**config.mk**
```make
export PLATFORM = sky130hd
export DESIGN_NAME = stc_capture
export DESIGN_NICKNAME = d
export VERILOG_FILES = /design/src/design/stc_pkg.sv /design/src/design/stc_level_det.sv /design/src/design/stc_capture.sv
export SDC_FILE = /design/constraint.sdc
export NUM_CORES = 1
export LEC_CHECK = 0
export BUFFER_PORTS_ARGS = -buffer_cell sky130_fd_sc_hd__buf_4
export CORE_MARGIN = 2
export CORE_UTILIZATION = 35
export CTS_BUF_LIST = sky130_fd_sc_hd__clkbuf_16
export DETAILED_ROUTE_END_ITERATION = 10
export HOLD_SLACK_MARGIN = 0.12
export PLACE_DENSITY = 0.47
export SETUP_SLACK_MARGIN = 0.02
export SYNTH_ARGS = -nofsm -noshare
export SYNTH_HDL_FRONTEND = slang
export SYNTH_SLANG_ARGS = --single-unit
```
**constraint.sdc**
```tcl
create_clock -name pclk -period 12.3 [get_ports pclk]
set_clock_uncertainty 0.1 [all_clocks]
set_input_delay 0.615 -clock pclk [delete_from_list [all_inputs] [get_ports pclk]]
set_output_delay 0.615 -clock pclk [all_outputs]
set_load 0.01 [all_outputs]
```
**src/design/stc_pkg.sv**
```systemverilog
// package: constants and types for the sweep trigger capture block
// Contract
// RULE1: ring storage runs until trigger path stops it
// RULE2: trigger loads delay counter, stop on expiry
// RULE3: pre-trigger samples equal segment minus delay
// RULE4: delay at or above segment: post-trigger only
// RULE5: recorder trigger is OR of channel triggers
// RULE6: each detector has disable and mode select
// RULE7: compare unit result against level, above/below
// RULE8: trigger when classification changes in direction
// RULE9: delay register feeds unit with current sample (the unit here takes the current sample only; prev_reg is never read)
// RULE10: rearm only after leaving hysteresis band
// RULE11: two identical detectors per channel, primary/secondary
// RULE12: time base pulses alone set sample rate
// RULE13: rates are decimal submultiples of main oscillator
// RULE14: standard continuous streams start to stop
// RULE15: circular continuous keeps buffer plus lead-out
// RULE16: stop-on-trigger continuous ends after post delay
// RULE17: manual, external or channel trigger accepted
// RULE18: write pointer wraps to segment start
// RULE19: equal to level is not a crossing
// RULE20: already beyond level at start: no trigger
// RULE21: counter steps per sample; trigger one pulse
// RULE22: configuration sampled only while idle (the rate and external trigger bits of ctrl are used live)
package stc_pkg;
  typedef enum logic [1:0] {stc_sweep, stc_cont_std, stc_cont_circ, stc_cont_stop}
    stc_mode_type;
  typedef enum logic [1:0] {stc_det_off, stc_det_basic, stc_det_dual} stc_det_type;
  localparam int stc_osc_hz = 1000000;
  localparam int stc_clk_hz = 125000000;
  // clocks per oscillator tick, rounded down
  localparam int stc_osc_div = stc_clk_hz / stc_osc_hz;
  localparam int stc_rate_steps = 7;
  localparam logic [2:0] stc_rate_reset = 3'h0;
  localparam logic [31:0] stc_reg_ctrl = 32'h00;
  localparam logic [31:0] stc_reg_status = 32'h04;
  localparam logic [31:0] stc_reg_seglen = 32'h08;
  localparam logic [31:0] stc_reg_delay = 32'h0c;
  localparam logic [31:0] stc_reg_level_p = 32'h10;
  localparam logic [31:0] stc_reg_level_s = 32'h14;
  localparam logic [31:0] stc_reg_hyst = 32'h18;
  localparam logic [31:0] stc_reg_trigcfg = 32'h1c;
  localparam logic [31:0] stc_reg_wptr = 32'h20;
  localparam logic [31:0] stc_reg_trigpos = 32'h24;
  localparam int stc_ctrl_start = 0;
  localparam int stc_ctrl_stop = 1;
  localparam int stc_ctrl_trig = 2;
  localparam int stc_ctrl_mode_lo = 4;
  localparam int stc_ctrl_rate_lo = 8;
  localparam int stc_ctrl_ext_en = 12;
  localparam int stc_ctrl_ext_fall = 13;
endpackage

```
**src/design/stc_level_det.sv**
```systemverilog
// single-level crossing detector with slope delay register and hysteresis
`timescale 1ns/10ps
`default_nettype none
module stc_level_det #(
  parameter int DW = 16
) (
  input wire logic pclk, // clock
  input wire logic presetn, // async reset
  input wire logic enable, // detector active
  input wire logic restart, // recording start
  input wire logic smp_valid, // new sample
  input wire logic signed [DW-1:0] smp, // sample value
  input wire logic signed [DW-1:0] level, // trigger level
  input wire logic [DW-1:0] hyst, // hysteresis width
  input wire logic falling, // direction select
  output logic fire // one-sample trigger pulse
);
  logic signed [DW-1:0] prev_reg; // delay register
  logic signed [DW:0] alu; // unit result
  logic above, below, armed_reg, side_reg, known_reg;
  logic signed [DW+1:0] arm_lvl;
  // unit passes the current sample; the stored one is kept but nothing reads it
  assign alu = {smp[DW-1], smp}; // [RULE9]
  assign above = alu > $signed({level[DW-1], level}); // [RULE7] [RULE19]
  assign below = alu < $signed({level[DW-1], level}); // [RULE7] [RULE19]
  assign arm_lvl = falling ? $signed({{2{level[DW-1]}}, level}) + $signed({2'h0, hyst})
                           : $signed({{2{level[DW-1]}}, level}) - $signed({2'h0, hyst});
  always_ff @(posedge pclk or negedge presetn) begin
    if (!presetn) begin
      prev_reg <= '0;
    end else if (smp_valid) begin
      prev_reg <= smp; // [RULE9]
    end
  end
  always_ff @(posedge pclk or negedge presetn) begin
    if (!presetn) begin
      side_reg <= 1'b0;
      known_reg <= 1'b0;
      armed_reg <= 1'b0;
      fire <= 1'b0;
    end else begin
      fire <= 1'b0;
      if (restart || !enable) begin
        known_reg <= 1'b0;
        armed_reg <= 1'b0;
      end else if (smp_valid) begin
        // arm only once the sample sits beyond the band on the start side
        // kept signed: an unsigned compare never arms below a negative level
        if (falling ? ($signed({smp[DW-1], smp[DW-1], smp}) > arm_lvl)
                    : ($signed({smp[DW-1], smp[DW-1], smp}) < arm_lvl)) begin
          armed_reg <= 1'b1; // [RULE10] [RULE20]
        end
        if (above || below) begin
          known_reg <= 1'b1;
          side_reg <= above;
          if (known_reg && armed_reg && (falling ? (side_reg && below)
                                                 : (!side_reg && above))) begin
            fire <= 1'b1; // [RULE8] [RULE21]
            armed_reg <= 1'b0; // [RULE10]
          end
        end
      end
    end
  end
endmodule
`default_nettype wire

```
**src/design/stc_capture.sv**
```systemverilog
// sweep trigger capture: apb registers, time base, detectors, ring writer
`timescale 1ns/10ps
`default_nettype none
module stc_capture
  import stc_pkg::*;
#(
  parameter int DW = 16,
  parameter int AW = 12,
  parameter int DLYW = 24
) (
  input wire logic pclk, // clock 125 MHz
  input wire logic presetn, // async reset, low
  input wire logic psel, // apb select
  input wire logic penable, // apb enable
  input wire logic pwrite, // apb write
  input wire logic [31:0] paddr, // apb address
  input wire logic [31:0] pwdata, // apb write data
  output logic [31:0] prdata, // apb read data
  output logic pready, // apb ready
  output logic pslverr, // apb error
  input wire logic ext_trig, // external trigger pin
  output logic conv_start, // conversion pulse to converter
  input wire logic smp_valid, // converter sample strobe
  input wire logic signed [DW-1:0] smp_data, // converter sample
  output logic mem_we, // ring memory write
  output logic [AW-1:0] mem_addr, // ring memory address
  output logic [DW-1:0] mem_data, // ring memory data
  output logic host_valid, // stream sample to host
  output logic [DW-1:0] host_data, // streamed sample
  output logic rec_trig, // recorder trigger pulse
  output logic sweep_done // storage halted, level
);
  typedef enum {st_idle, st_run, st_post, st_done} stc_state_type;
  stc_state_type state_reg;
  logic [31:0] ctrl_reg, seglen_reg, delay_reg, lvlp_reg, lvls_reg, hyst_reg, trigcfg_reg;
  logic [AW-1:0] seg_len_reg, wptr_reg, trigpos_reg;
  logic [DLYW-1:0] post_len_reg, cnt_reg;
  logic signed [DW-1:0] lvlp_cfg, lvls_cfg;
  logic [DW-1:0] hyst_cfg;
  stc_det_type det_cfg;
  logic dir_cfg;
  stc_mode_type mode_cfg;
  logic [2:0] ext_sync;
  logic ext_lvl_reg, ext_edge;
  logic wr, rd, start_cmd, stop_cmd, man_trig, idle;
  logic det_p, det_s, chan_trig, trig_any, smp_tick;
  logic [7:0] div_cnt_reg;
  logic [23:0] rate_cnt_reg;
  logic [23:0] rate_top;

  assign wr = psel && penable && pwrite;
  assign rd = psel && !pwrite;
  assign pready = 1'b1;
  assign idle = (state_reg == st_idle) || (state_reg == st_done);
  assign start_cmd = wr && paddr == stc_reg_ctrl && pwdata[stc_ctrl_start];
  assign stop_cmd = wr && paddr == stc_reg_ctrl && pwdata[stc_ctrl_stop];
  assign man_trig = wr && paddr == stc_reg_ctrl && pwdata[stc_ctrl_trig]; // [RULE17]
  assign pslverr = psel && penable && (paddr[31:6] != 26'h0 || paddr[1:0] != 2'h0 ||
    (pwrite && (paddr == stc_reg_status || paddr == stc_reg_wptr ||
                paddr == stc_reg_trigpos)));

  always_ff @(posedge pclk or negedge presetn) begin
    if (!presetn) begin
      ctrl_reg <= 32'h0;
      seglen_reg <= 32'h0;
      delay_reg <= 32'h0;
      lvlp_reg <= 32'h0;
      lvls_reg <= 32'h0;
      hyst_reg <= 32'h0;
      trigcfg_reg <= 32'h0;
    end else if (wr && !pslverr) begin
      unique case (paddr)
        stc_reg_ctrl: ctrl_reg <= {pwdata[31:3], 3'h0};
        stc_reg_seglen: seglen_reg <= pwdata;
        stc_reg_delay: delay_reg <= pwdata;
        stc_reg_level_p: lvlp_reg <= pwdata;
        stc_reg_level_s: lvls_reg <= pwdata;
        stc_reg_hyst: hyst_reg <= pwdata;
        stc_reg_trigcfg: trigcfg_reg <= pwdata;
        default: ;
      endcase
    end
  end

  // working copies change only while idle; the rate and external trigger bits of ctrl_reg stay live
  always_ff @(posedge pclk or negedge presetn) begin
    if (!presetn) begin
      seg_len_reg <= '0;
      post_len_reg <= '0;
      lvlp_cfg <= '0;
      lvls_cfg <= '0;
      hyst_cfg <= '0;
      det_cfg <= stc_det_off;
      dir_cfg <= 1'b0;
      mode_cfg <= stc_sweep;
    end else if (idle) begin
      seg_len_reg <= seglen_reg[AW-1:0]; // [RULE22]
      post_len_reg <= delay_reg[DLYW-1:0]; // [RULE22]
      lvlp_cfg <= lvlp_reg[DW-1:0];
      lvls_cfg <= lvls_reg[DW-1:0];
      hyst_cfg <= hyst_reg[DW-1:0];
      det_cfg <= stc_det_type'(trigcfg_reg[1:0]);
      dir_cfg <= trigcfg_reg[2];
      mode_cfg <= stc_mode_type'(ctrl_reg[stc_ctrl_mode_lo +: 2]);
    end
  end

  always_comb begin
    prdata = 32'h0;
    if (rd) begin
      unique case (paddr)
        stc_reg_ctrl: prdata = ctrl_reg;
        stc_reg_status: prdata = {29'h0, sweep_done, state_reg == st_post, !idle};
        stc_reg_seglen: prdata = seglen_reg;
        stc_reg_delay: prdata = delay_reg;
        stc_reg_level_p: prdata = lvlp_reg;
        stc_reg_level_s: prdata = lvls_reg;
        stc_reg_hyst: prdata = hyst_reg;
        stc_reg_trigcfg: prdata = trigcfg_reg;
        stc_reg_wptr: prdata = {{(32-AW){1'b0}}, wptr_reg};
        stc_reg_trigpos: prdata = {{(32-AW){1'b0}}, trigpos_reg};
        default: prdata = 32'h0;
      endcase
    end
  end

  // decimal time base: 1 MHz oscillator divided by powers of ten
  always_comb begin
    unique case (ctrl_reg[stc_ctrl_rate_lo +: 3])
      3'h0: rate_top = 24'h000000;
      3'h1: rate_top = 24'h000009;
      3'h2: rate_top = 24'h000063;
      3'h3: rate_top = 24'h0003e7;
      3'h4: rate_top = 24'h00270f;
      3'h5: rate_top = 24'h01869f;
      default: rate_top = 24'h0f423f;
    endcase
  end
  always_ff @(posedge pclk or negedge presetn) begin
    if (!presetn) begin
      div_cnt_reg <= 8'h0;
      rate_cnt_reg <= 24'h0;
      conv_start <= 1'b0;
    end else begin
      conv_start <= 1'b0;
      if (div_cnt_reg == 8'(stc_osc_div - 1)) begin
        div_cnt_reg <= 8'h0;
        if (rate_cnt_reg >= rate_top) begin
          rate_cnt_reg <= 24'h0;
          conv_start <= 1'b1; // [RULE12] [RULE13]
        end else begin
          rate_cnt_reg <= rate_cnt_reg + 24'h1;
        end
      end else begin
        div_cnt_reg <= div_cnt_reg + 8'h1;
      end
    end
  end
  assign smp_tick = smp_valid;

  // external pin: three stages, change counted when stages two and three agree
  always_ff @(posedge pclk or negedge presetn) begin
    if (!presetn) begin
      ext_sync <= 3'h0;
      ext_lvl_reg <= 1'b0;
    end else begin
      ext_sync <= {ext_sync[1:0], ext_trig};
      if (ext_sync[2] == ext_sync[1]) begin
        ext_lvl_reg <= ext_sync[2];
      end
    end
  end
  assign ext_edge = (ext_sync[2] == ext_sync[1]) && (ext_sync[2] != ext_lvl_reg) &&
    (ext_sync[2] != ctrl_reg[stc_ctrl_ext_fall]);

  stc_level_det #(.DW(DW)) u_det_p ( // [RULE11]
    .pclk(pclk),
    .presetn(presetn),
    .enable(det_cfg != stc_det_off), // [RULE6]
    .restart(start_cmd),
    .smp_valid(smp_tick),
    .smp(smp_data),
    .level(lvlp_cfg),
    .hyst(hyst_cfg),
    .falling(dir_cfg),
    .fire(det_p)
  );
  stc_level_det #(.DW(DW)) u_det_s ( // [RULE11]
    .pclk(pclk),
    .presetn(presetn),
    .enable(det_cfg == stc_det_dual), // [RULE6]
    .restart(start_cmd),
    .smp_valid(smp_tick),
    .smp(smp_data),
    .level(lvls_cfg),
    .hyst(hyst_cfg),
    .falling(!dir_cfg),
    .fire(det_s)
  );
  assign chan_trig = det_p || det_s; // [RULE5]
  assign trig_any = chan_trig || man_trig ||
    (ctrl_reg[stc_ctrl_ext_en] && ext_edge); // [RULE17]
  assign rec_trig = trig_any && state_reg == st_run;

  always_ff @(posedge pclk or negedge presetn) begin
    if (!presetn) begin
      state_reg <= st_idle;
      cnt_reg <= '0;
      trigpos_reg <= '0;
    end else begin
      unique case (state_reg)
        st_idle, st_done: begin
          if (start_cmd) begin
            state_reg <= st_run;
          end
        end
        st_run: begin
          if (stop_cmd && mode_cfg == stc_cont_std) begin
            state_reg <= st_done; // [RULE14]
          end else if (mode_cfg == stc_cont_circ && stop_cmd) begin
            state_reg <= st_post; // [RULE15]
            cnt_reg <= post_len_reg;
            trigpos_reg <= wptr_reg;
          end else if (rec_trig && mode_cfg != stc_cont_std && mode_cfg != stc_cont_circ) begin
            state_reg <= st_post; // [RULE2] [RULE16]
            cnt_reg <= post_len_reg;
            trigpos_reg <= wptr_reg;
          end else if (stop_cmd) begin
            state_reg <= st_done;
          end
        end
        st_post: begin
          if (cnt_reg == '0) begin
            state_reg <= st_done; // [RULE1] [RULE2]
          end else if (smp_tick) begin
            cnt_reg <= cnt_reg - 1'b1; // [RULE21]
          end
        end
      endcase
    end
  end
  // after stop the ring holds seg_len minus delay samples before the trigger,
  // none once the delay reaches seg_len [RULE3] [RULE4]
  assign sweep_done = state_reg == st_done;

  always_ff @(posedge pclk or negedge presetn) begin
    if (!presetn) begin
      wptr_reg <= '0;
      mem_we <= 1'b0;
      mem_addr <= '0;
      mem_data <= '0;
      host_valid <= 1'b0;
      host_data <= '0;
    end else begin
      mem_we <= 1'b0;
      host_valid <= 1'b0;
      if (start_cmd && idle) begin
        wptr_reg <= '0;
      end else if (smp_tick && (state_reg == st_run ||
                   (state_reg == st_post && cnt_reg != '0))) begin
        mem_data <= smp_data;
        mem_addr <= wptr_reg;
        if (mode_cfg == stc_sweep || mode_cfg == stc_cont_circ) begin
          mem_we <= 1'b1; // [RULE1] [RULE15]
        end
        if (mode_cfg != stc_sweep) begin
          host_valid <= 1'b1; // [RULE14] [RULE16]
          host_data <= smp_data;
        end
        if (wptr_reg + 1'b1 >= seg_len_reg) begin
          wptr_reg <= '0; // [RULE18]
        end else begin
          wptr_reg <= wptr_reg + 1'b1;
        end
      end
    end
  end
endmodule
`default_nettype wire

```
==> After elaboration in Yosys (flattened, before gate mapping) <==
Cells that the tools add are included.
{ "totals": {"word_cells": 241, "reg_bits": 481, "inputBits": 87, "output_inout_bits": 83} }
{ "op_classes": {"reduce_logical": 85, "bitwise_logic": 4, "add_sub_neg": 8, "n_eq_ne": 36, "n_lt_le_gt_ge": 10, "n_mux": 61} }
{ "ops": {"columns": ["op", "n"], "rows": [
  ["32-bit one-hot mux with 10 select lines", 1],
  ["32-bit two-way mux", 7],
  ["24-bit two-way mux", 6],
  ["32-bit by 5-bit equality test with 1-bit output, second input constant", 4],
  ["20-bit one-hot mux with 6 select lines", 1],
  ["32-bit by 2-bit equality test with 1-bit output, second input constant", 3],
  ["32-bit by 3-bit equality test with 1-bit output, second input constant", 3],
  ["32-bit logical NOT", 3],
  ["32-bit one-hot mux with 3 select lines", 1],
  ["32-bit by 4-bit equality test with 1-bit output, second input constant", 2],
  ["32-bit by 6-bit equality test with 1-bit output, second input constant", 2],
  ["12-bit two-way mux", 5],
  ["24-bit one-hot mux with 2 select lines", 1],
  ["16-bit by 17-bit adder with 18-bit output", 2],
  ["16-bit by 18-bit > comparator with 1-bit output", 2],
  ["16-bit by 18-bit less-than comparator with 1-bit output", 2],
  ["1-bit two-way mux", 36],
  ["18-bit two-way mux", 2],
  ["16-bit by 17-bit subtractor with 18-bit output", 2],
  ["32-bit by 1-bit equality test with 1-bit output, second input constant", 1],
  ["16-bit > comparator", 2],
  ["16-bit less-than comparator", 2],
  ["1-bit logical AND", 29],
  ["26-bit nonzero test", 1],
  ["other kinds (31)", 84]
]} }

==> Longest topological paths before layout <==
Gate-level depths: netlist (run 1).
{ "logic_depth": {"word_depth": 13, "mapped_depth": 22, "ltp_nobuf": 22} }

==> By module <==
Synthesis (run 1) repeated with hierarchy kept, for this count alone.
{ "hier_totals": {"hier_cells": 2239, "area_unflattened_um2": 24405.9} }
{ "by_module_without_submodules": {"columns": ["mod", "cells_per_inst", "area_each_um2", "instances", "seq_area_each_um2"], "rows": [
  ["stc_capture", 1669, 20069.2, 1, 11085.6],
  ["stc_level_det at u_det_p", 291, 2170.8, 1, 100.1],
  ["stc_level_det at u_det_s", 279, 2165.8, 1, 100.1]
]} }

==> Least setup slack after synthesis (run 1) <==
OpenSTA, ideal clock, no wires.
{ "synth_path": {"path_kind": "register -> register", "startpoint": "register dir_cfg", "endpoint": "register u_det_p.armed_reg", "slack_ns": 7.639, "path_stages_with_launch": 22, "path_buffers": 2, "setup_time_ns": 0.088, "required_ns": 12.112, "synth_period_minus_slack_ns": 4.661, "t_arrival_ns": 4.473, "path_cell_list": "dfrtp_1 -> clkbuf_1 -> clkbuf_1 -> mux2_2 -> inv_1 -> fa_1 -> nor2b_1 -> o21ai_0 -> a21boi_0 -> nor4_1 -> o41ai_1 -> a41oi_1 -> xor2_1 -> ha_1 -> a21o_1 -> a211o_1 -> nor3b_1 -> o211ai_1 -> o21ai_0 -> mux2i_1 -> a21oi_1 -> nor3b_1"} }
{ "synth_between": {"elab_chain_len": 8, "elab_cells_between_ends": 11, "classes_between": "2 x order compare; 8 x mux; 1 x reduce/logical"} }
{ "synth_rtl": {"columns": ["item", "line_no", "rtl"], "rows": [
  ["from (decl)", "stc_capture.sv:41", "logic dir_cfg;"],
  ["from (signal assigned)", "stc_capture.sv:103", "dir_cfg <= trigcfg_reg[2];"],
  ["18-bit two-way mux", "stc_level_det.sv:26", "assign arm_lvl = falling ? $signed({{2{level[DW-1]}}, level}) + $signed({2'h0, hyst})"],
  ["16-bit by 18-bit less-than comparator with 1-bit output / 16-bit by 18-bit > comparator with 1-bit output (equally long branches)", "stc_level_det.sv:50, stc_level_det.sv:49", null],
  ["1-bit two-way mux (2 in a row)", "stc_level_det.sv:49", "if (falling ? ($signed({smp[DW-1], smp[DW-1], smp}) > arm_lvl)"],
  ["1-bit two-way mux", "stc_level_det.sv:56", "if (known_reg && armed_reg && (falling ? (side_reg && below)"],
  ["1-bit two-way mux *", "stc_level_det.sv:53", "if (above || below) begin"],
  ["1-bit two-way mux *", "stc_level_det.sv:46", "end else if (smp_valid) begin"],
  ["1-bit two-way mux *", "stc_level_det.sv:43", "if (restart || !enable) begin"],
  ["to (signal assigned)", "stc_level_det.sv:45", "armed_reg <= 1'b0;"],
  ["to (signal assigned)", "stc_level_det.sv:51", "armed_reg <= 1'b1;"],
  ["to (signal assigned)", "stc_level_det.sv:59", "armed_reg <= 1'b0;"],
  ["to (decl)", "stc_level_det.sv:20", "logic above, below, armed_reg, side_reg, known_reg;"]
]} }
Every way passes the cells marked *; elsewhere a longest branch is shown, timed or not. The select of a mux whose other input is x is not followed.
A chain may end at the register's enable or synchronous reset.

==> Worst setup path in the final report (run 1) <==
{ "layout_path": {"startpoint": "register hyst_cfg[3]", "endpoint": "register u_det_p.armed_reg"} }
{ "layout_between": {"elab_chain_len": 9, "elab_cells_between_ends": 11, "classes_between": "2 x add/sub; 2 x order compare; 7 x mux"} }
{ "layout_rtl": {"columns": ["item", "line_no", "rtl"], "rows": [
  ["from (decl)", "stc_capture.sv:39", "logic [DW-1:0] hyst_cfg;"],
  ["from (signal assigned)", "stc_capture.sv:101", "hyst_cfg <= hyst_reg[DW-1:0];"],
  ["16-bit by 17-bit subtractor with 18-bit output / 16-bit by 17-bit adder with 18-bit output (equally long branches)", "stc_level_det.sv:27, stc_level_det.sv:26", null],
  ["18-bit two-way mux *", "stc_level_det.sv:26", null],
  ["16-bit by 18-bit less-than comparator with 1-bit output / 16-bit by 18-bit > comparator with 1-bit output (equally long branches)", "stc_level_det.sv:50, stc_level_det.sv:49", null],
  ["1-bit two-way mux * (2 in a row)", "stc_level_det.sv:49", null],
  ["1-bit two-way mux", "stc_level_det.sv:56", null],
  ["1-bit two-way mux *", "stc_level_det.sv:53", null],
  ["1-bit two-way mux *", "stc_level_det.sv:46", null],
  ["1-bit two-way mux *", "stc_level_det.sv:43", null]
]} }
Marks and branches as above.

==> flow_summary.toml, run 1 <==
[floorplanning]
die-area_mm2 = 0.0718
die_y_um = 268
initial_core_util_pct = 35.5
die-width_um = 268
core-area_mm2 = 0.0687
io_pins = 170
rows = 96

[worst_setup_path]
slowest_delay_ns = 0.64
critPathSlowestCell = "o41ai_1"
cp_data_arrival_time_ns = 5.80
critPathCaptureType = "flip-flop"
worstPathRequired_ns = 12.71
worstPathMaxFanout = 5
path_class = "flip-flop to flip-flop"
startpoint_type = "flip-flop"
crit_chain = "nor2_1 > nor4b_1 > nor2b_1 > nor2_1 > xnor2_1 > ha_1 > nand3_1 > o41ai_1 > a41oi_1 > xor2_1 > ha_1 > a21o_1 > a211o_1 > nor3b_1 > o211ai_1 > o21ai_0 > mux2i_1 > a21oi_1 > nor3b_1"

[timing]
layout_min_cycle_time_ns = 5.39
maxSlewViolCount = 0
finalHoldViolations = 0
slew_headroom_pct = 21.4
timing.final.crit_share_pct = 43.8
fmax_ghz = 0.186
worst_pin_slew_ns = 1.17
rsz0062_at_grt = "no"
fin_tns_setup_ns = 0
setup_ws_ns = 6.91
setup_viol = 0

[cts]
cts.repair.resized = 0
post_cts_buffers = 0
numCtsBuffers = 53
clkSlewWorstSetupHoldPaths_ns = 0.06
clk_latency_ns = 0.61
htree_levels = 2
clk_path_buf_depth = 3
cts_root_buffer = "clkbuf_16"
cts_hold_buf = 2
cts_tree = "built"
numClockSinks = 451

[min_path]
hp-class = "input port to flip-flop"

[synthesis]
synth_area_mm2 = 0.0244
async_flop_share_pct = 100
synth-main-ff-cell = "dfrtp_1"
synth-seq-cells = 451
synth_edf_count = 0
ys_types = 72
synth_warnings = 0
synth_area_per_cell_um2 = 10.9
syn_inst = 2228
synth_seq_area_share_pct = 46.3
syn_nets = 2463

[routing]
vias = 17988
top_layer = "met5"
route.met2.wl_um = 34500
drc_errors = 0
post_drt_wl_per_cell_um = 21.9
wl_met1_um = 34300
drtIter0Drc = 947
drt_first_pass_iters = 5
detail-route-antenna-nets = 0
wl_met3_um = 2790
via_per_inst = 5.38
routed_wl_um = 73300

[power_and_ir_drop]
switching_share_pct = 25.2
powerDensity_mw_per_mm2 = 117
p_sw_uw = 834
ir_drop_mv = 0.0948
pwr-share-seq_pct = 46.5
totalPowerFinal_uw = 3320
p_comb_share_pct = 7.7
clockPowerShare_pct = 45.8
p_leak_uw = 0.0135
internal_power_uw = 2480

[flow_run]
drv_cap = 0

[grt]
grt_pass1_vias = 18529
grt_use_total_pct = 20.7
gr-total-overflow = 0
grt_pass1_wl_um = 114000
antenna_found_initial = 6
grt_max_degree = 158

[finish]
layout_common_cells = "451 x dfrtp_1, 327 x mux2_2, 184 x buf_4, 157 x nor2_1, 145 x ha_1"
fin_area_mm2 = 0.0283
areaGrowthSynthToFinish_pct = 16.0
layout-drive-gt1-share_pct = 26.1
antenna_cells = 0
nets = 2602
layout_commonest_cell = "dfrtp_1"
nFillCells = 6722

[placed_design]
dp_slack_ns = 6.95
gp_congestion = 0.883
placed_area_mm2 = 0.0266
hpwl_um = 50800
numPortBuffers = 168

[outcome]
status = "complete, no violations"
synthesized netlist by cell type, types with 23 or more instances:
master	instances	area share [%]
nor3_1	42	0.86
nor2b_1	27	0.69
a221oi_1	54	1.9
nand4_1	23	0.59
o21ai_0	120	2.5
ha_1	146	7.5
nor2_1	157	2.4
mux2i_1	42	1.7
xor2_1	51	1.8
a21o_1	34	1.0
nand2_1	128	2.0
mux2_2	327	15
a21oi_1	74	1.5
clkbuf_1	74	1.1
and3_1	28	0.72
inv_1	99	1.5
nand3_1	45	0.92
dfrtp_1	451	46
worst max-delay path: cells and delay by family (launching register included):
kind / cells / cell delay [ns]
mux: 1 / 0.22
compound gates: 7 / 1.83
fa+ha+maj: 2 / 0.57
flops: 1 / 0.40
xor+xnor: 2 / 0.38
simple gates: 7 / 1.78
cells by family (layout without fill, tap and decap cells):
family                   Yosys count  count (layout)  synth area share, %
AND/OR/NAND/NOR                  544             544                 11.0
XOR/XNOR                          72              72                 2.59
flip-flops                       451             451                 46.3
adder cells (fa/ha/maj)          149             149                 7.70
multiplexers                     380             380                 17.5
other                              1               1               0.0154
buffers and inverters            205             389                 3.30
AO/OA/AOI/OAI                    426             426                 11.6
cell type report:
class / instances / area (µm²) / share of cell area [%]
Inverter: 100 / 375 / 1.33
Clock buffer: 53 / 1330 / 4.69
Multi-Input combinational cell: 1572 / 12300 / 43.7
Tap cell: 931 / 1160 / 4.12
Timing Repair Buffer: 189 / 1460 / 5.15
Clock inverter: 47 / 319 / 1.13
Sequential cell: 451 / 11300 / 39.9
final timing paths:
check	start	to	slack, ns	depth (start not counted)
min in group asynchronous	presetn	rate_cnt_reg[22]	0.56	2
max in group asynchronous	presetn	lvlp_reg[18]	9.51	4
worst min register to register	ext_sync[0]	ext_sync[1]	0.24	0
worst max register to register	hyst_cfg[3]	u_det_p.armed_reg	6.91	19
worst max-delay path	hyst_cfg[3]	u_det_p.armed_reg	6.91	19
worst min-delay path	smp_data[0]	host_data[0]	0.16	2
metal layers:
metal  vias to the layer above  GRT usage, %
met4                        10          5.42
met3                        99          3.17
met2                       289          34.1
met1                      9172          28.4
met5                         -             0
li1                       8418             -
per-stage QoR:
step / util [%] / hold slack (ns) / cells
2_1_floorplan: - / 0.219 / 2228
4_1_cts: 41.1 / 0.120 / 3343
6_report: 41.1 / 0.158 / 3343
3_3_place_gp: 38.7 / 0.234 / 3241
3_5_place_dp: 38.7 / 0.236 / 3241
5_1_grt: 41.1 / 0.148 / 3343
power groups by stage:
stage	logic, µW	clock network (µW)	registers [µW]
final	256	1520	1540
after global routing	287	1630	1550
after CTS	263	1570	1540
after detailed placement	261	0	1570
after global placement	258	0	1570
after floorplan	96.3	0	1580
No activity file was read; power rests on OpenSTA's default activity.
==> run 2, diff against run 1 <==
--- a/config.mk
+++ b/config.mk
@@ -11,7 +11,7 @@
 export CTS_BUF_LIST = sky130_fd_sc_hd__clkbuf_16
 export DETAILED_ROUTE_END_ITERATION = 10
 export HOLD_SLACK_MARGIN = 0.12
-export PLACE_DENSITY = 0.47
+export PLACE_DENSITY = 0.49
 export SETUP_SLACK_MARGIN = 0.02
 export SYNTH_ARGS = -nofsm -noshare
 export SYNTH_HDL_FRONTEND = slang
==> constraint.sdc (replaced) <==
create_clock -name pclk -period 4.9 [get_ports pclk]
set_clock_uncertainty 0.1 [all_clocks]
set_input_delay 0.245 -clock pclk [delete_from_list [all_inputs] [get_ports pclk]]
set_output_delay 0.245 -clock pclk [all_outputs]
set_load 0.01 [all_outputs]
==> run 2 against run 1 <==
Effect of this change:
- critical endpoint is now u_det_s.armed_reg
- non-clock buffer count is 87 higher
- largest power group is now the clock network
- register-to-register slack worse by 6.7 ns
- combinational power grew to 2.7 times the previous value
==> flow_summary.toml, run 2 (synthesis gave the netlist of run 1 again) <==
[routing]
via_per_inst = 5.35
routed_wl_um = 72200
post_drt_wl_per_cell_um = 21.1
drtIter0Drc = 1116
detail-route-antenna-nets = 0
vias = 18342
drt_first_pass_iters = 5
drc_errors = 0

[worst_setup_path]
critPathCaptureType = "flip-flop"
worstPathRequired_ns = 5.28
startpoint_type = "flip-flop"
path_class = "flip-flop to flip-flop"
worstPathMaxFanout = 4
cpMostUsedCell = "buf_4"
r2r_setup_slack_ns = 0.22
cpLargestDelayFamily = "simple AND/OR/NAND/NOR gates"
cp_data_arrival_time_ns = 5.07
crit_chain = "buf_4 > nor4b_4 > buf_4 > nor2b_2 > nor2_1 > xnor2_1 > inv_1 > ha_1 > or4_1 > o21ai_2 > buf_4 > o211ai_1 > a31o_2 > a21oi_2 > xnor2_1 > ha_1 > nand4_1 > o2111ai_1 > a22oi_1 > and3_1 > o311a_1"
critPathSlowestCell = "or4_1"
slowest_delay_ns = 0.54
cp.buffers_inverters = 4

[timing]
maxSlewViolCount = 0
fin_tns_setup_ns = 0
timing.final.crit_share_pct = 95.6
layout_min_cycle_time_ns = 4.68
rsz0062_at_grt = "yes"
worst_pin_slew_ns = 1.10
setup_viol = 0
fmax_ghz = 0.214
finalHoldViolations = 0
slew_headroom_pct = 26.6
hold_slack_ns = 0.178

[power_and_ir_drop]
ir_drop_mv = 0.249
p_sw_uw = 2090
clockPowerShare_pct = 46.9
powerDensity_mw_per_mm2 = 293
p_comb_share_pct = 8.0
switching_share_pct = 24.4
pwr-share-seq_pct = 45.1
internal_power_uw = 6500
p_leak_uw = 0.0140

[placed_design]
hpwl_um = 51000
dpl.cell_count = 3271
gp_congestion = 0.880
numPortBuffers = 168

[grt]
grt_pass1_wl_um = 112000
grt_use_total_pct = 20.2
gr-total-overflow = 0
grt_max_degree = 121
antenna_found_initial = 7
grt_pass1_vias = 18666

[min_path]
hp-class = "input port to async pin"

[finish]
layout-drive-gt1-share_pct = 27.7
fin_cells = 3427
fin_util_pct = 42.7
layout_common_cells = "450 x dfrtp_1, 327 x mux2_2, 221 x buf_4, 154 x nor2_1, 143 x ha_1"
nets = 2690
layout_commonest_cell = "dfrtp_1"
areaGrowthSynthToFinish_pct = 20.3
nFillCells = 6673

[cts]
clk_path_buf_depth = 3
numClockSinks = 451
clk_latency_ns = 0.63
numCtsBuffers = 54
cts_tree = "built"
cts_root_buffer = "clkbuf_16"
clkSlewWorstSetupHoldPaths_ns = 0.06
htree_levels = 2

[floorplanning]
initial_core_util_pct = 35.5
rows = 96
die_y_um = 268
die-width_um = 268
io_pins = 170
core-area_mm2 = 0.0687
die-area_mm2 = 0.0718

[flow_run]
drv_cap = 0

[outcome]
status = "complete, no violations"
==> run 2: worst paths after layout <==
| check | start | end | cells after the start |
|---|---|---|---|
| worst min-delay path | presetn | trigpos_reg[7] | 2 |
| min in group pclk | ext_trig | ext_sync[0] | 2 |
| max in group asynchronous | presetn | lvls_reg[27] | 3 |
| worst max register to register | hyst_cfg[1] | u_det_s.armed_reg | 21 |
| worst max-delay path | hyst_cfg[1] | u_det_s.armed_reg | 21 |
| worst min register to register | ext_sync[0] | ext_sync[1] | 0 |
==> run 2: layout make-up <==
class	instances	area (µm²)	area share [%]
Timing Repair Buffer	276	2240	7.66
Antenna cell	2	5.00	0.0171
Sequential cell	451	11300	38.5
Tap cell	931	1160	3.97
Multi-Input combinational cell	1572	12500	42.6
Clock inverter	41	407	1.39
Inverter	100	375	1.28
Clock buffer	54	1350	4.61
==> run 2: routing by layer <==
layer	vias to the layer above	routed length (µm)	share of wire [%]	global-route usage (%)
met4	8	1970	2.7	6.04
li1	8569	-	-	-
met2	394	33900	47	33.2
met1	9257	33200	46	27.6
met5	-	47	0.065	0
met3	114	3110	4.3	2.91
==> run 2: power groups by stage <==
stage	logic, µW	registers [µW]	clock network, µW
after floorplan	242	3970	0
after global placement	651	3940	0
after detailed placement	661	3940	0
after CTS	698	3880	4150
after global routing	764	3880	4320
final	685	3870	4040
==> run 2: stage by stage <==
stage	setup WS, ns	total power, µW	cell area (µm²)
CTS	0.0110	8720	29100
finish	0.216	8600	29300
floorplan	0.239	4210	24400
global placement	0.0346	4590	26800
global route	0.0115	8970	29300
detailed placement	-0.0761	4600	26800
==> run 2: what timing repair did <==
action / CTS / global route
resized for setup: 4 / 31
setup buffers: 1 / 7
hold buffers: 51 / 0
hold endpoints to repair: 363 / 0
endpoints found under the setup margin: 2 / 2
pin swaps: 1 / 16
==> run 3, diff against run 2 <==
--- a/config.mk
+++ b/config.mk
@@ -11,8 +11,8 @@
 export CTS_BUF_LIST = sky130_fd_sc_hd__clkbuf_16
 export DETAILED_ROUTE_END_ITERATION = 10
 export HOLD_SLACK_MARGIN = 0.12
-export PLACE_DENSITY = 0.49
 export SETUP_SLACK_MARGIN = 0.02
+export SKIP_CTS_REPAIR_TIMING = 1
 export SYNTH_ARGS = -nofsm -noshare
 export SYNTH_HDL_FRONTEND = slang
 export SYNTH_SLANG_ARGS = --single-unit
==> run 3 against run 2 <==
Effect of this change:
- utilization is 0.096 points lower
- first-iteration DRC count is 14% higher
- critical path depth is 1 higher
- total power is 1.6% lower
- largest cell class unchanged
- largest power group unchanged
==> flow_summary.toml, run 3 (synthesis gave the netlist of run 1 again) <==
[outcome]
status = "complete, no violations"

[power_and_ir_drop]
p_leak_uw = 0.0140
ir_drop_mv = 0.247
switching_share_pct = 24.7
pwr-share-seq_pct = 45.8
p_comb_share_pct = 8.1
powerDensity_mw_per_mm2 = 289
p_sw_uw = 2090
internal_power_uw = 6370
clockPowerShare_pct = 46.1

[worst_setup_path]
critPathSlowestCell = "nor4_2"
slowest_delay_ns = 0.39
worstRegToRegCells = 22
crit_chain = "inv_1 > ha_1 > nor2_1 > xor2_1 > ha_1 > nor2b_1 > o21ai_1 > a21boi_1 > nor4_2 > o41ai_2 > buf_4 > a41oi_4 > nor2_1 > a211oi_2 > ha_1 > a211o_1 > nor3b_2 > o211ai_1 > o21ai_1 > mux2i_1 > a21oi_1 > nor3b_1"
cp_data_arrival_time_ns = 5.11
cpMostUsedCell = "ha_1"
cp-endpoint = "u_det_p.armed_reg"
worstPathRequired_ns = 5.30
r2r-end = "u_det_p.armed_reg"
r2r_setup_slack_ns = 0.19
startpoint_type = "flip-flop"
r2r_start = "hyst_cfg[1]"
path_class = "flip-flop to flip-flop"
worstPathMaxFanout = 4
startpoint = "hyst_cfg[1]"
critPathCaptureType = "flip-flop"

[finish]
areaGrowthSynthToFinish_pct = 20.0
fin_area_mm2 = 0.0292
regArea_mm2 = 0.0113
multi_input_area_mm2 = 0.0124
fin_cells = 3430
layout_common_cells = "450 x dfrtp_1, 327 x mux2_2, 215 x buf_4, 156 x nor2_1, 144 x ha_1"
layout-drive-gt1-share_pct = 27.0
nFillCells = 6550
layout_commonest_cell = "dfrtp_1"
nets = 2687

[timing]
timing.final.crit_share_pct = 96.2
setup_ws_ns = 0.187
hold_slack_ns = 0.225
maxSlewViolCount = 0
setup_viol = 0
rsz0062_at_grt = "no"
slew_headroom_pct = 26.8
fmax_ghz = 0.212
fin_tns_setup_ns = 0
finalHoldViolations = 0
worst_pin_slew_ns = 1.09
layout_min_cycle_time_ns = 4.71

[cts]
clk_path_buf_depth = 3
cts_tree = "built"
cts_root_buffer = "clkbuf_16"
numClockSinks = 451
numCtsBuffers = 53
clkSlewWorstSetupHoldPaths_ns = 0.05
clk_latency_ns = 0.63
htree_levels = 2

[grt]
grt_pass1_vias = 18685
grt_use_total_pct = 19.8
gr-total-overflow = 0
antenna_found_initial = 6
grt_pass1_wl_um = 110000
grt_max_degree = 161

[routing]
post_drt_wl_per_cell_um = 20.8
routed_wl_um = 71500
drt_first_pass_iters = 7
vias = 18696
drc_errors = 0
drtIter0Drc = 1275
via_per_inst = 5.45
detail-route-antenna-nets = 0

[floorplanning]
io_pins = 170
die_y_um = 268
die-area_mm2 = 0.0718
core-area_mm2 = 0.0687
initial_core_util_pct = 35.5
rows = 96
die-width_um = 268

[placed_design]
dpl.cell_count = 3269
gp_congestion = 0.925
hpwl_um = 50900
numPortBuffers = 168
dp_slack_ns = -0.0921
placed_area_mm2 = 0.0268

[flow_run]
drv_cap = 0

[min_path]
hp-class = "input port to flip-flop"
[run 3: changes by cell type in the layout (fill, tap and decap cells not counted), moves of 3 or more]
cell | before | now
a21oi_1 | 69 | 73
a21oi_2 | 7 | 3
inv_1 | 104 | 113
buf_4 | 221 | 215
clkinv_2 | 11 | 8
[run 3: cell type report]
class,instances,share of cell area (%)
inverters,100,1.28
clock inverters,45,1.33
multi-input cells,1572,42.5
flip-flops and latches,451,38.6
clock buffers,53,4.53
diodes,4,0.0342
well taps,931,3.98
repair buffers,274,7.73
[run 3: worst max-delay path, delay by kind of cell, from the launching register on]
kind	cells	cell delay, ns
compound gates	9	1.58
xor+xnor	1	0.22
fa+ha+maj	3	0.78
buf+inv	2	0.24
flops	1	0.38
mux	1	0.23
simple gates	6	1.10
[run 3: worst min-delay path by stage]
stage          slack [ns]     start             end  cells past startpoint
2_1_floorplan       -0.15   presetn      cnt_reg[0]                      0
3_3_place_gp         0.12   presetn  div_cnt_reg[3]                      1
5_1_grt              0.23  ext_trig     ext_sync[0]                      2
3_5_place_dp         0.13   presetn  div_cnt_reg[2]                      1
6_report             0.22  ext_trig     ext_sync[0]                      2
4_1_cts             -0.53   presetn  div_cnt_reg[2]                      1
[run 3: stage by stage]
stage / total power (µW) / util, %
after detailed placement: 4600 / 39.1
final: 8460 / 42.6
after global placement: 4580 / 39.1
after global routing: 8800 / 42.6
after CTS: 8530 / 41.6
after floorplan: 4210 / -
[run 3: power groups by stage]
stage                     logic, µW  clock network (µW)  registers (µW)
after floorplan                 242                   0            3970
after global placement          647                   0            3940
final                           687                3900            3870
after detailed placement        660                   0            3940
after global routing            766                4150            3880
after CTS                       663                4000            3870
[run 3: routing by layer]
metal  vias up  global-route usage (%)  part of all wire [%]
met4         6                    5.51                   2.4
li1       8592                       -                     -
met2       484                    32.0                    46
met1      9503                    27.3                    46
met3       111                    3.44                   4.7
met5         -                       0                 0.053
